## config.mk

```make
export PLATFORM = sky130hd
export DESIGN_NAME = can_diag_tef
export DESIGN_NICKNAME = d
export VERILOG_FILES = /design/src/verilog/diag_pkg.sv /design/src/verilog/stamp_if.sv /design/src/verilog/stamp_store.sv /design/src/verilog/sat_counter.sv /design/src/verilog/can_diag_tef.sv
export SDC_FILE = /design/constraint.sdc
export NUM_CORES = 1
export LEC_CHECK = 0
export BUFFER_PORTS_ARGS = -buffer_cell sky130_fd_sc_hd__buf_2
export CAP_MARGIN = 10
export CORE_MARGIN = 5
export CORE_UTILIZATION = 35
export DETAILED_ROUTE_END_ITERATION = 8
export SETUP_SLACK_MARGIN = 0.5
export SLEW_MARGIN = 20
export SYNTH_ARGS = -nofsm -noshare
export SYNTH_HDL_FRONTEND = slang
export SYNTH_SLANG_ARGS = --single-unit
```

## constraint.sdc

```tcl
create_clock -name clk -period 6.25 [get_ports clk]
set_clock_uncertainty 0.15 [all_clocks]
set_input_delay 0.9375 -clock clk [delete_from_list [all_inputs] [get_ports clk]]
set_output_delay 0.9375 -clock clk [all_outputs]
set_load 0.02 [all_outputs]
```

## src/verilog/diag_pkg.sv

```systemverilog
// constants for the bus diagnostic and transmit event fifo block
// assumes a single clock domain and the simple register port of the top
package diag_pkg;
    // ----------------------------------------
    // register indices
    // ----------------------------------------
    localparam logic [2:0] IDX_COUNTS = 3'h0;
    localparam logic [2:0] IDX_FLAGS = 3'h1;
    localparam logic [2:0] IDX_TEFCON = 3'h2;
    localparam logic [2:0] IDX_TEFSTA = 3'h3;
    localparam logic [2:0] IDX_EVENT_TAIL_ADDRESS = 3'h4;
    localparam logic [2:0] IDX_STAMP = 3'h5;
    // ----------------------------------------
    // field layout
    // ----------------------------------------
    localparam int CNT_W = 8;
    localparam int NUM_CNT = 4;
    localparam int CLEAN_W = 16;
    localparam int FLAG_LSB = 16;
    localparam int FLAG_W = 16;
    localparam logic [15:0] FLAG_MASK = 16'hfbbf;
    localparam int DEPTH_LSB = 24;
    localparam int DEPTH_W = 5;
    localparam int RESET_BIT = 10;
    localparam int ADV_BIT = 8;
    localparam int STAMP_BIT = 5;
    localparam int IE_W = 4;
    localparam int OV_BIT = 3;
    localparam int FULL_BIT = 2;
    localparam int HALF_BIT = 1;
    localparam int NE_BIT = 0;
    localparam int FILL_W = 6;
    // ----------------------------------------
    // event fifo placement in message memory
    // ----------------------------------------
    localparam logic [31:0] TEF_BASE = 32'h0000_0400;
    localparam logic [31:0] ENTRY_PLAIN = 32'h0000_0008;
    localparam logic [31:0] ENTRY_STAMPED = 32'h0000_000c;
    localparam logic [FILL_W-1:0] FILL_ONE = 6'h01;
    typedef enum logic {TEF_RESET, TEF_RUN} tef_state_type;
endpackage

```

## src/verilog/stamp_if.sv

```systemverilog
// write and read port of the event stamp store
// assumes the top drives writes and the store answers reads
interface stamp_if;
    logic wr_en;
    logic [4:0] wr_addr;
    logic [31:0] wr_data;
    logic [4:0] rd_addr;
    logic [31:0] rd_data;
    modport user (output wr_en, wr_addr, wr_data, rd_addr, input rd_data);
    modport store (input wr_en, wr_addr, wr_data, rd_addr, output rd_data);
endinterface

```

## src/verilog/stamp_store.sv

```systemverilog
// thirty-two word store for event time stamps
// assumes rd_data is wanted one cycle after rd_addr
module stamp_store (
    input wire logic clk, // controller clock
    stamp_if.store port // write and read port
);
    logic [31:0] mem_q [32];
    logic [31:0] rd_d;
    logic [31:0] rd_q;

    // registered read, so the data path leaves a flop
    always_comb begin
        rd_d = mem_q[port.rd_addr];
    end

    always_ff @(posedge clk) begin
        rd_q <= rd_d;
        if (port.wr_en) begin
            mem_q[port.wr_addr] <= port.wr_data;
        end
    end

    assign port.rd_data = rd_q;
endmodule

```

## src/verilog/sat_counter.sv

```systemverilog
// software writable counter that stops at its top value
// assumes inc is a one-cycle pulse per counted event
module sat_counter #(
    parameter int W = 8
) (
    input wire logic clk, // controller clock
    input wire logic rstn, // async reset, active low
    input wire logic wr, // software write
    input wire logic [W-1:0] wdata, // value written
    input wire logic inc, // count one event
    output logic [W-1:0] q // current count
);
    logic [W-1:0] q_d;
    logic [W-1:0] q_q;

    // a write wins over a same-cycle event; saturate rather than wrap
    always_comb begin
        q_d = q_q;
        if (wr) begin
            q_d = wdata;
        end else if (inc && (q_q != '1)) begin
            q_d = q_q + W'(1);
        end
    end

    always_ff @(posedge clk or negedge rstn) begin
        if (!rstn) begin
            q_q <= '0;
        end else begin
            q_q <= q_d;
        end
    end

    assign q = q_q;
endmodule

```

## src/verilog/can_diag_tef.sv

```systemverilog
// bus diagnostic counters and flags plus transmit event fifo control
// assumes the protocol engine gives one-cycle event pulses on clk
module can_diag_tef (
    input wire logic clk, // controller clock, 25 MHz
    input wire logic rstn, // async reset, active low
    input wire logic reg_wr, // register write strobe
    input wire logic [2:0] reg_addr, // register index
    input wire logic [31:0] reg_wdata, // write data
    input wire logic config_mode, // high while in configuration mode
    input wire logic [3:0] err_inc, // fast tx, fast rx, arb tx, arb rx
    input wire logic clean_msg, // message done without error
    input wire logic [15:0] flag_set, // flag events, aligned to bits 31:16
    input wire logic tef_push, // transmit event to store
    input wire logic [31:0] time_base, // running time stamp
    output logic [31:0] reg_rdata, // registered read data
    output logic tef_irq // gated event fifo interrupt
);
    // ----------------------------------------
    // register port decode
    // ----------------------------------------
    function automatic logic hit(input logic wr, input logic [2:0] a,
                                 input logic [2:0] idx);
        hit = wr && (a == idx);
    endfunction

    logic wr_counts;
    logic wr_flags;
    logic wr_con;
    logic wr_sta;
    assign wr_counts = hit(reg_wr, reg_addr, diag_pkg::IDX_COUNTS);
    assign wr_flags = hit(reg_wr, reg_addr, diag_pkg::IDX_FLAGS);
    assign wr_con = hit(reg_wr, reg_addr, diag_pkg::IDX_TEFCON);
    assign wr_sta = hit(reg_wr, reg_addr, diag_pkg::IDX_TEFSTA);

    // ----------------------------------------
    // error counters
    // ----------------------------------------
    logic [diag_pkg::CNT_W-1:0] cnt [diag_pkg::NUM_CNT];
    logic [diag_pkg::CLEAN_W-1:0] clean_cnt;

    // one saturating counter per phase and direction
    for (genvar i = 0; i < diag_pkg::NUM_CNT; i++) begin : g_cnt
        sat_counter #(.W(diag_pkg::CNT_W)) u_cnt (
            .clk(clk),
            .rstn(rstn),
            .wr(wr_counts),
            .wdata(reg_wdata[i*diag_pkg::CNT_W +: diag_pkg::CNT_W]),
            .inc(err_inc[i]),
            .q(cnt[i])
        );
    end

    sat_counter #(.W(diag_pkg::CLEAN_W)) u_clean (
        .clk(clk),
        .rstn(rstn),
        .wr(wr_flags),
        .wdata(reg_wdata[diag_pkg::CLEAN_W-1:0]),
        .inc(clean_msg),
        .q(clean_cnt)
    );

    // ----------------------------------------
    // diagnostic flags
    // ----------------------------------------
    logic [15:0] flags_d;
    logic [15:0] flags_q;

    // a new event wins over a software clear in the same cycle
    always_comb begin
        flags_d = flags_q;
        if (wr_flags) begin
            flags_d = reg_wdata[diag_pkg::FLAG_LSB +: diag_pkg::FLAG_W];
        end
        flags_d = (flags_d | flag_set) & diag_pkg::FLAG_MASK;
    end

    always_ff @(posedge clk or negedge rstn) begin
        if (!rstn) begin
            flags_q <= '0;
        end else begin
            flags_q <= flags_d;
        end
    end

    // ----------------------------------------
    // event fifo control and pointers
    // ----------------------------------------
    diag_pkg::tef_state_type state_d, state_q;
    logic [diag_pkg::DEPTH_W-1:0] depth_d, depth_q;
    logic stamp_en_d, stamp_en_q;
    logic [diag_pkg::IE_W-1:0] ie_d, ie_q;
    logic ov_d, ov_q;
    logic [4:0] head_d, head_q;
    logic [4:0] tail_d, tail_q;
    logic [diag_pkg::FILL_W-1:0] fill_d, fill_q;
    logic [diag_pkg::FILL_W-1:0] size;
    logic full;
    logic half;
    logic nonempty;
    logic do_push;
    logic do_pop;

    assign size = diag_pkg::FILL_W'(depth_q) + diag_pkg::FILL_ONE;
    assign full = (fill_q == size);
    assign half = ({fill_q, 1'b0} >= {1'b0, size});
    assign nonempty = (fill_q != '0);
    assign do_push = tef_push && (state_q == diag_pkg::TEF_RUN) && !full;
    assign do_pop = wr_con && reg_wdata[diag_pkg::ADV_BIT] && nonempty
        && (state_q == diag_pkg::TEF_RUN);

    // pointers wrap at the configured size, not at the store size
    always_comb begin
        state_d = state_q;
        depth_d = depth_q;
        stamp_en_d = stamp_en_q;
        ie_d = ie_q;
        ov_d = ov_q;
        head_d = head_q;
        tail_d = tail_q;
        fill_d = fill_q;
        if (wr_con) begin
            ie_d = reg_wdata[diag_pkg::IE_W-1:0];
            if (config_mode) begin
                depth_d = reg_wdata[diag_pkg::DEPTH_LSB +: diag_pkg::DEPTH_W];
                stamp_en_d = reg_wdata[diag_pkg::STAMP_BIT];
            end
        end
        if (wr_sta && !reg_wdata[diag_pkg::OV_BIT]) begin
            ov_d = 1'b0;
        end
        case (state_q)
            diag_pkg::TEF_RESET: begin
                head_d = '0;
                tail_d = '0;
                fill_d = '0;
                if (!config_mode) begin
                    state_d = diag_pkg::TEF_RUN;
                end
            end
            default: begin
                if (do_push) begin
                    head_d = (head_q == 5'(depth_q)) ? '0 : head_q + 5'h01;
                end
                if (do_pop) begin
                    tail_d = (tail_q == 5'(depth_q)) ? '0 : tail_q + 5'h01;
                end
                fill_d = fill_q + diag_pkg::FILL_W'(do_push)
                    - diag_pkg::FILL_W'(do_pop);
                if (config_mode || (wr_con && reg_wdata[diag_pkg::RESET_BIT])) begin
                    state_d = diag_pkg::TEF_RESET;
                end
            end
        endcase
        if (tef_push && full && (state_q == diag_pkg::TEF_RUN)) begin
            ov_d = 1'b1;
        end
    end

    always_ff @(posedge clk or negedge rstn) begin
        if (!rstn) begin
            state_q <= diag_pkg::TEF_RESET;
            depth_q <= '0;
            stamp_en_q <= 1'b0;
            ie_q <= '0;
            ov_q <= 1'b0;
            head_q <= '0;
            tail_q <= '0;
            fill_q <= '0;
        end else begin
            state_q <= state_d;
            depth_q <= depth_d;
            stamp_en_q <= stamp_en_d;
            ie_q <= ie_d;
            ov_q <= ov_d;
            head_q <= head_d;
            tail_q <= tail_d;
            fill_q <= fill_d;
        end
    end

    // ----------------------------------------
    // stamp store
    // ----------------------------------------
    stamp_if sif ();
    assign sif.wr_en = do_push && stamp_en_q;
    assign sif.wr_addr = head_q;
    assign sif.wr_data = time_base;
    assign sif.rd_addr = tail_q;

    stamp_store u_store (
        .clk(clk),
        .port(sif)
    );

    // ----------------------------------------
    // read mux and interrupt
    // ----------------------------------------
    logic [3:0] sta;
    logic [31:0] entry;
    logic [31:0] rdata_d, rdata_q;
    logic irq_d, irq_q;

    assign sta = {ov_q, full, half, nonempty};
    assign entry = stamp_en_q ? diag_pkg::ENTRY_STAMPED : diag_pkg::ENTRY_PLAIN;

    // reset bit reads back as live status, not a stored value; advance bit reads back as zero
    always_comb begin
        rdata_d = '0;
        if (reg_addr == diag_pkg::IDX_COUNTS) begin
            rdata_d = {cnt[3], cnt[2], cnt[1], cnt[0]};
        end else if (reg_addr == diag_pkg::IDX_FLAGS) begin
            rdata_d = {flags_q, clean_cnt};
        end else if (reg_addr == diag_pkg::IDX_TEFCON) begin
            rdata_d[diag_pkg::DEPTH_LSB +: diag_pkg::DEPTH_W] = depth_q;
            rdata_d[diag_pkg::RESET_BIT] = (state_q == diag_pkg::TEF_RESET);
            rdata_d[diag_pkg::STAMP_BIT] = stamp_en_q;
            rdata_d[diag_pkg::IE_W-1:0] = ie_q;
        end else if (reg_addr == diag_pkg::IDX_TEFSTA) begin
            rdata_d[diag_pkg::IE_W-1:0] = sta;
        end else if (reg_addr == diag_pkg::IDX_EVENT_TAIL_ADDRESS) begin
            rdata_d = diag_pkg::TEF_BASE + 32'(tail_q) * entry;
        end else if (reg_addr == diag_pkg::IDX_STAMP) begin
            rdata_d = sif.rd_data;
        end
        irq_d = |(sta & ie_q);
    end

    always_ff @(posedge clk or negedge rstn) begin
        if (!rstn) begin
            rdata_q <= '0;
            irq_q <= 1'b0;
        end else begin
            rdata_q <= rdata_d;
            irq_q <= irq_d;
        end
    end

    assign reg_rdata = rdata_q;
    assign tef_irq = irq_q;
endmodule

```

-- Yosys cells after proc, flatten, opt, wreduce, memory -nomap -nowiden
Memories as Yosys holds them, arrays and structs flattened. A register that Yosys moved wholly into a read port is not among the register bits.
Cells that the tools add are included.
- $add $sub $neg: 11
- multipliers: 1
- magnitude comparators: 1
- equal/unequal tests: 15
- multiplexer cells: 40
- bitwise gates (word level): 3
- reduce and logical (&&, ||, !) cells: 32
- operator list (operator ; count):
    2-to-1 mux 32 bit ; 4
    2-to-1 mux 8 bit ; 8
    2-to-1 mux 16 bit ; 3
    2-to-1 mux 5 bit ; 7
    adder 8 x 1 -> 8 bit, second input constant ; 4
    != test 8 bit, second input constant ; 4
    2-to-1 mux 28 bit ; 1
    logical AND 1 bit ; 19
    adder 16 x 1 -> 16 bit, second input constant ; 1
    != test 16 bit, second input constant ; 1
    bitwise OR 16 bit ; 1
    2-to-1 mux 13 bit ; 1
    adder 11 x 9 -> 12 bit, first input constant ; 1
    2-to-1 mux 4 bit ; 3
    nonzero test 2 bit ; 6
    adder 5 x 1 -> 5 bit, second input constant ; 2
    == test 5 bit ; 2
    2-to-1 mux 1 bit ; 10
    multiplier 5 x 4 -> 9 bit ; 1
    >= comparator 7 x 6 -> 1 bit ; 1
    adder 5 x 1 -> 6 bit, second input constant ; 1
    adder 6 x 1 -> 6 bit ; 1
    == test 3 x 2 -> 1 bit, second input constant ; 2
    == test 3 bit, second input constant ; 2
    14 further kinds ; 17
- register bits: 123
- RAM bits: 1024
- bits of input ports: 93
- output and inout port bits: 33
- logic and storage cells: 120
- memories: 1
- memory list (memory ; words ; bits a word ; read ports ; clocked after Yosys merged registers in ; wr ports ; RTL line ; RTL):
    u_store.mem_q ; 32 ; 32 ; 1 ; 1 ; 1 ; stamp_store.sv:7 ; logic [31:0] mem_q [32];

-- Longest topological paths before layout
- word-level depth: 8
- mapped depth: 14
- mapped depth without buffers: 14

-- Cells and area by module
Synthesis repeated with hierarchy kept, for this count alone.
- cells, all modules: 3068
- area, all modules: 48335.1 um2
- by module, submodules not included (module ; instances ; cells an instance ; area each (um2) ; sequential area each (um2)):
    stamp_store ; 1 ; 2260 ; 40485.1 ; 31390.1
    can_diag_tef ; 1 ; 435 ; 4536.9 ; 1876.8
    sat_counter at g_cnt[0].u_cnt ... ; 4 ; 62 ; 569.3 ; 200.2
    sat_counter at u_clean ; 1 ; 125 ; 1036.0 ; 400.4

-- Worst setup path before layout
Ideal clock, no wire load.
- path kind: register to register
- start: reg tail_q[4] (netlist: sif.rd_addr[4])
- end: reg rdata_q[8] (netlist: reg_rdata[8])
- data arrival time: 3277 ps
- path slack: 2691 ps
- stages on the path, launching flop included: 13
- buffers on the path: 2
- period minus slack after synthesis: 3559 ps
- path through: dfrtp_1 > clkbuf_1 > clkbuf_1 > and2_1 > ha_1 > ha_1 > ha_1 > ha_1 > inv_1 > fa_1 > xnor2_1 > mux4_2 > nor2b_1
- word-level cells in the longest chain between the ends: 7
- ends and longest elaborated chain (item ; RTL line ; RTL):
    start: declaration ; can_diag_tef.sv:94 ; logic [4:0] tail_d, tail_q;
    start signal: assignment ; can_diag_tef.sv:176 ; tail_q <= tail_d;
    multiplier 5 x 4 -> 9 bit ; can_diag_tef.sv:221 ; rdata_d = diag_pkg::TEF_BASE + 32'(tail_q) * entry;
    adder 11 x 9 -> 12 bit ; can_diag_tef.sv:221 ;
    2-to-1 mux 32 bit ; can_diag_tef.sv:220 ; end else if (reg_addr == diag_pkg::IDX_EVENT_TAIL_ADDRESS) begin
    2-to-1 mux 28 bit ; can_diag_tef.sv:218 ; end else if (reg_addr == diag_pkg::IDX_TEFSTA) begin
    2-to-1 mux 4 bit ; can_diag_tef.sv:213 ; end else if (reg_addr == diag_pkg::IDX_TEFCON) begin
    2-to-1 mux 32 bit ; can_diag_tef.sv:211 ; end else if (reg_addr == diag_pkg::IDX_FLAGS) begin
    2-to-1 mux 32 bit ; can_diag_tef.sv:209 ; if (reg_addr == diag_pkg::IDX_COUNTS) begin
    net rdata_d[8] ; can_diag_tef.sv:200 ; logic [31:0] rdata_d, rdata_q;
    end signal: assignment ; can_diag_tef.sv:233 ; rdata_q <= rdata_d;
    end: declaration ; can_diag_tef.sv:200 ;
The timed path passes the listed nets, and every way through them passes these cells.
A chain may end at the register's enable or synchronous reset.

==> results_dict.tcl <==
set metrics [dict create \
    dp_hpwl_microns 64860 \
    period_share 0.5938 \
    synth_common_cells "edfxtp_1, mux4_2, dfrtp_1, nor2_1, nand2_1" \
    ys.flop_type "edfxtp_1" \
    status "completed" \
    worst_setup_path_end_kind "flip-flop" \
    crit_required_ps 6650 \
    clk_latency_ps 740 \
    maxCapViolCount 0 \
    grt_pass1_vias 23812 \
    post_cts_buffers 0 \
    cts-root-buf "clkbuf_16" \
    clkTransAtPathRegs_ps 60 \
    synth_warnings 0 \
    via_per_inst 5.373 \
    avgSynthCellArea_sq_um 20.49 \
    finalSetupViolations 0 \
    wire_per_inst_microns 26.93 \
    ys_ff_latch 1179 \
    io_pins 126 \
    synthTopCellsByArea "edfxtp_1, mux4_2, dfrtp_1" \
    cts-buffers-inserted 117 \
    synth_cells 2282 \
    start_util 0.3513 \
    synthesis.area_sq_um 46760 \
    grt_max_degree 137 \
    drive_gt1_frac 0.2989 \
    port_buffers 123 \
    postRouteAntennaNets 0 \
    drc 0 \
    coreArea_sq_um 133100 \
    chipWidth_microns 375.5 \
    critPathLaunch "sif.rd_addr[1]" \
    crit_path_start_kind "flip-flop" \
    critPathSlowestCell "dfrtp_4" \
    rsz0062_at_grt "no" \
    rrSetupSlack_ps 2540 \
    stdcell_count 4339 \
    cp_slowest_stage_delay_ps 1120 \
    synth_most_common_cell "edfxtp_1" \
    hold_viol 0 \
    maxSlewViolCount 0 \
    dp_cells 4111 \
    crit_chain "buf_4 > mux4_2 > mux4_2 > mux2_2" \
    reg2reg_to "u_store.port.rd_data[22]" \
    antenna_found_initial 13 \
    rr_startpoint "sif.rd_addr[1]" \
    die_h_microns 375.5 \
    yosys.area.top_type "edfxtp_1" \
    synth_fp_nets 2416 \
    cts.sinks 1179 \
    cp_common_cell "mux4_2" \
    die_area_sq_um 141000 \
    nets 2597 \
    vdd_ir_drop_max_v 0.0002912 \
    synth-edff-count 1024 \
    synth_top_area_share 0.6575 \
    grt_pass1_wl_microns 168700 \
    track_usage 0.1632 \
    synthToLayoutAreaGrowth_pct 15.05 \
    cp-endpoint "u_store.port.rd_data[22]" \
    async_flop_share 0.1043 \
    rr_worst_depth 4 \
    timing.hold.ws_ps 139.7 \
    drt_iter0_drc 2527 \
    powerDensity_nw_per_um2 320.0 \
    hold_buffers 0 \
    min_period_ps 3711 \
    max_freq_ghz 0.2695 \
    overflow 0 \
    arrival_ps 4110 \
    setup_tns_ps 0 \
    tritoncts "yes" \
    cts_resized 0 \
    yosysSeqAreaShare 0.7371 \
    clock_path_buffers 3 \
    synth.distinct_cells 58 \
    h-tree-depth 3 \
    critical_path_class "reg2reg" \
    gp_congestion 0.7924 \
    num_vias 23315 \
    hold_class "in2async" \
    wl_microns 116900 \
    worst_pin_slew_ps 1129 \
    slew_headroom 0.2458 \
    row_count 134 \
    worstPathMaxFanout 66 \
    p_leak_nw 17.12 \
    dr.pass1.iters 5 \
    nFillCells 11675 \
]
state kept, by name, summed over array words and instances (netlist names), 4 cells and up:
register and cells:
g_cnt.u_cnt.q 32, depth_q 5, reg_rdata 32, u_store.mem_q 1024
sif.rd_addr 5, flags_q 14, head_q 5, ie_q 4
u_clean.q 16, u_store.port.rd_data 32, fill_q 6
worst min path at each step:
stage                             start       endpoint  slack, ps  cells past startpoint
6_report                           rstn      head_q[4]        140                      1
5_1_grt                            rstn      head_q[4]        160                      1
4_1_cts                     flag_set[7]     flags_q[7]        240                      2
3_5_place_dp   u_store.port.rd_data[28]  reg_rdata[28]        280                      2
3_3_place_gp   u_store.port.rd_data[28]  reg_rdata[28]        300                      2
2_1_floorplan  u_store.port.rd_data[24]  reg_rdata[24]        260                      2
worst max-delay path: cells and delay by family (launching register included):
| kind | cells | cell delay [ps] |
|---|---|---|
| buffers and inverters | 1 | 890 |
| flip-flops | 1 | 1120 |
| multiplexers | 3 | 1320 |
cell type report:
cell class	instances	area, sq um	area share
diodes	5	12.51	0.0002325
clock buffers	137	3065	0.05697
clock inverters	85	833.3	0.01549
inverters	25	93.84	0.001744
multi-input cells	959	11910	0.2213
flip-flops and latches	1179	34480	0.6409
well taps	1768	2212	0.04111
repair buffers	181	1195	0.02221
kinds of logic (layout without fill, tap and decap cells):
family,count (synthesis),in the layout,synth area share
AOI/OAI and AO/OA,169,169,0.02269
xor gates and xnor gates,62,62,0.01191
adders and majority gates,41,41,0.01145
buffers and inverters,144,428,0.01367
DFF,1179,1179,0.7371
muxes,398,398,0.1730
other,0,5,0
and+or+nand+nor,289,289,0.03021
per-layer routing:
layer / vias to the layer above / wire [microns] / global-route usage
met1: 12600 / 49650 / 0.2301
met4: 0 / 2367 / 0.03747
li1: 9711 / - / -
met2: 845 / 57070 / 0.2662
met3: 159 / 7767 / 0.02954
met5: - / 0 / 0
metrics by stage:
| step | cell area, sq um | util | total power [mW] | setup WS [ps] |
|---|---|---|---|---|
| detailed placement | 49860 | 0.3746 | 10.35 | 2571 |
| finish | 53800 | 0.4042 | 17.22 | 2539 |
| global placement | 49750 | 0.3737 | 10.30 | 2560 |
| CTS | 53760 | 0.4038 | 17.37 | 2562 |
| floorplan | 46760 | - | 9.864 | 2691 |
| global route | 53790 | 0.4041 | 17.84 | 2266 |
layout by cell type (no fill, tap or decap), types with 14 or more instances in the layout:
master / n
edfxtp_1: 1024
mux4_2: 324
buf_2: 122
clkbuf_16: 119
dfrtp_1: 118
nand2_1: 78
o21ai_0: 64
nor2_1: 53
buf_4: 50
xor2_1: 43
mux2_2: 43
ha_1: 38
a21oi_1: 36
nor2_4: 32
clkinv_1: 32
dfxtp_1: 32
mux2i_1: 31
clkinv_2: 29
inv_1: 25
nor2b_1: 23
nand4_1: 22
xnor2_1: 18
and2_1: 16
clkbuf_1: 16
nand3_1: 15
and3_1: 14
a211o_1: 14
report_power, final:
group | switching, mW | internal, mW
clock | 3.01 | 4.02
sequential | 0.280 | 8.79
combinational | 0.648 | 0.479
total | 3.93 | 13.3
(Power assumes the default switching activity.)
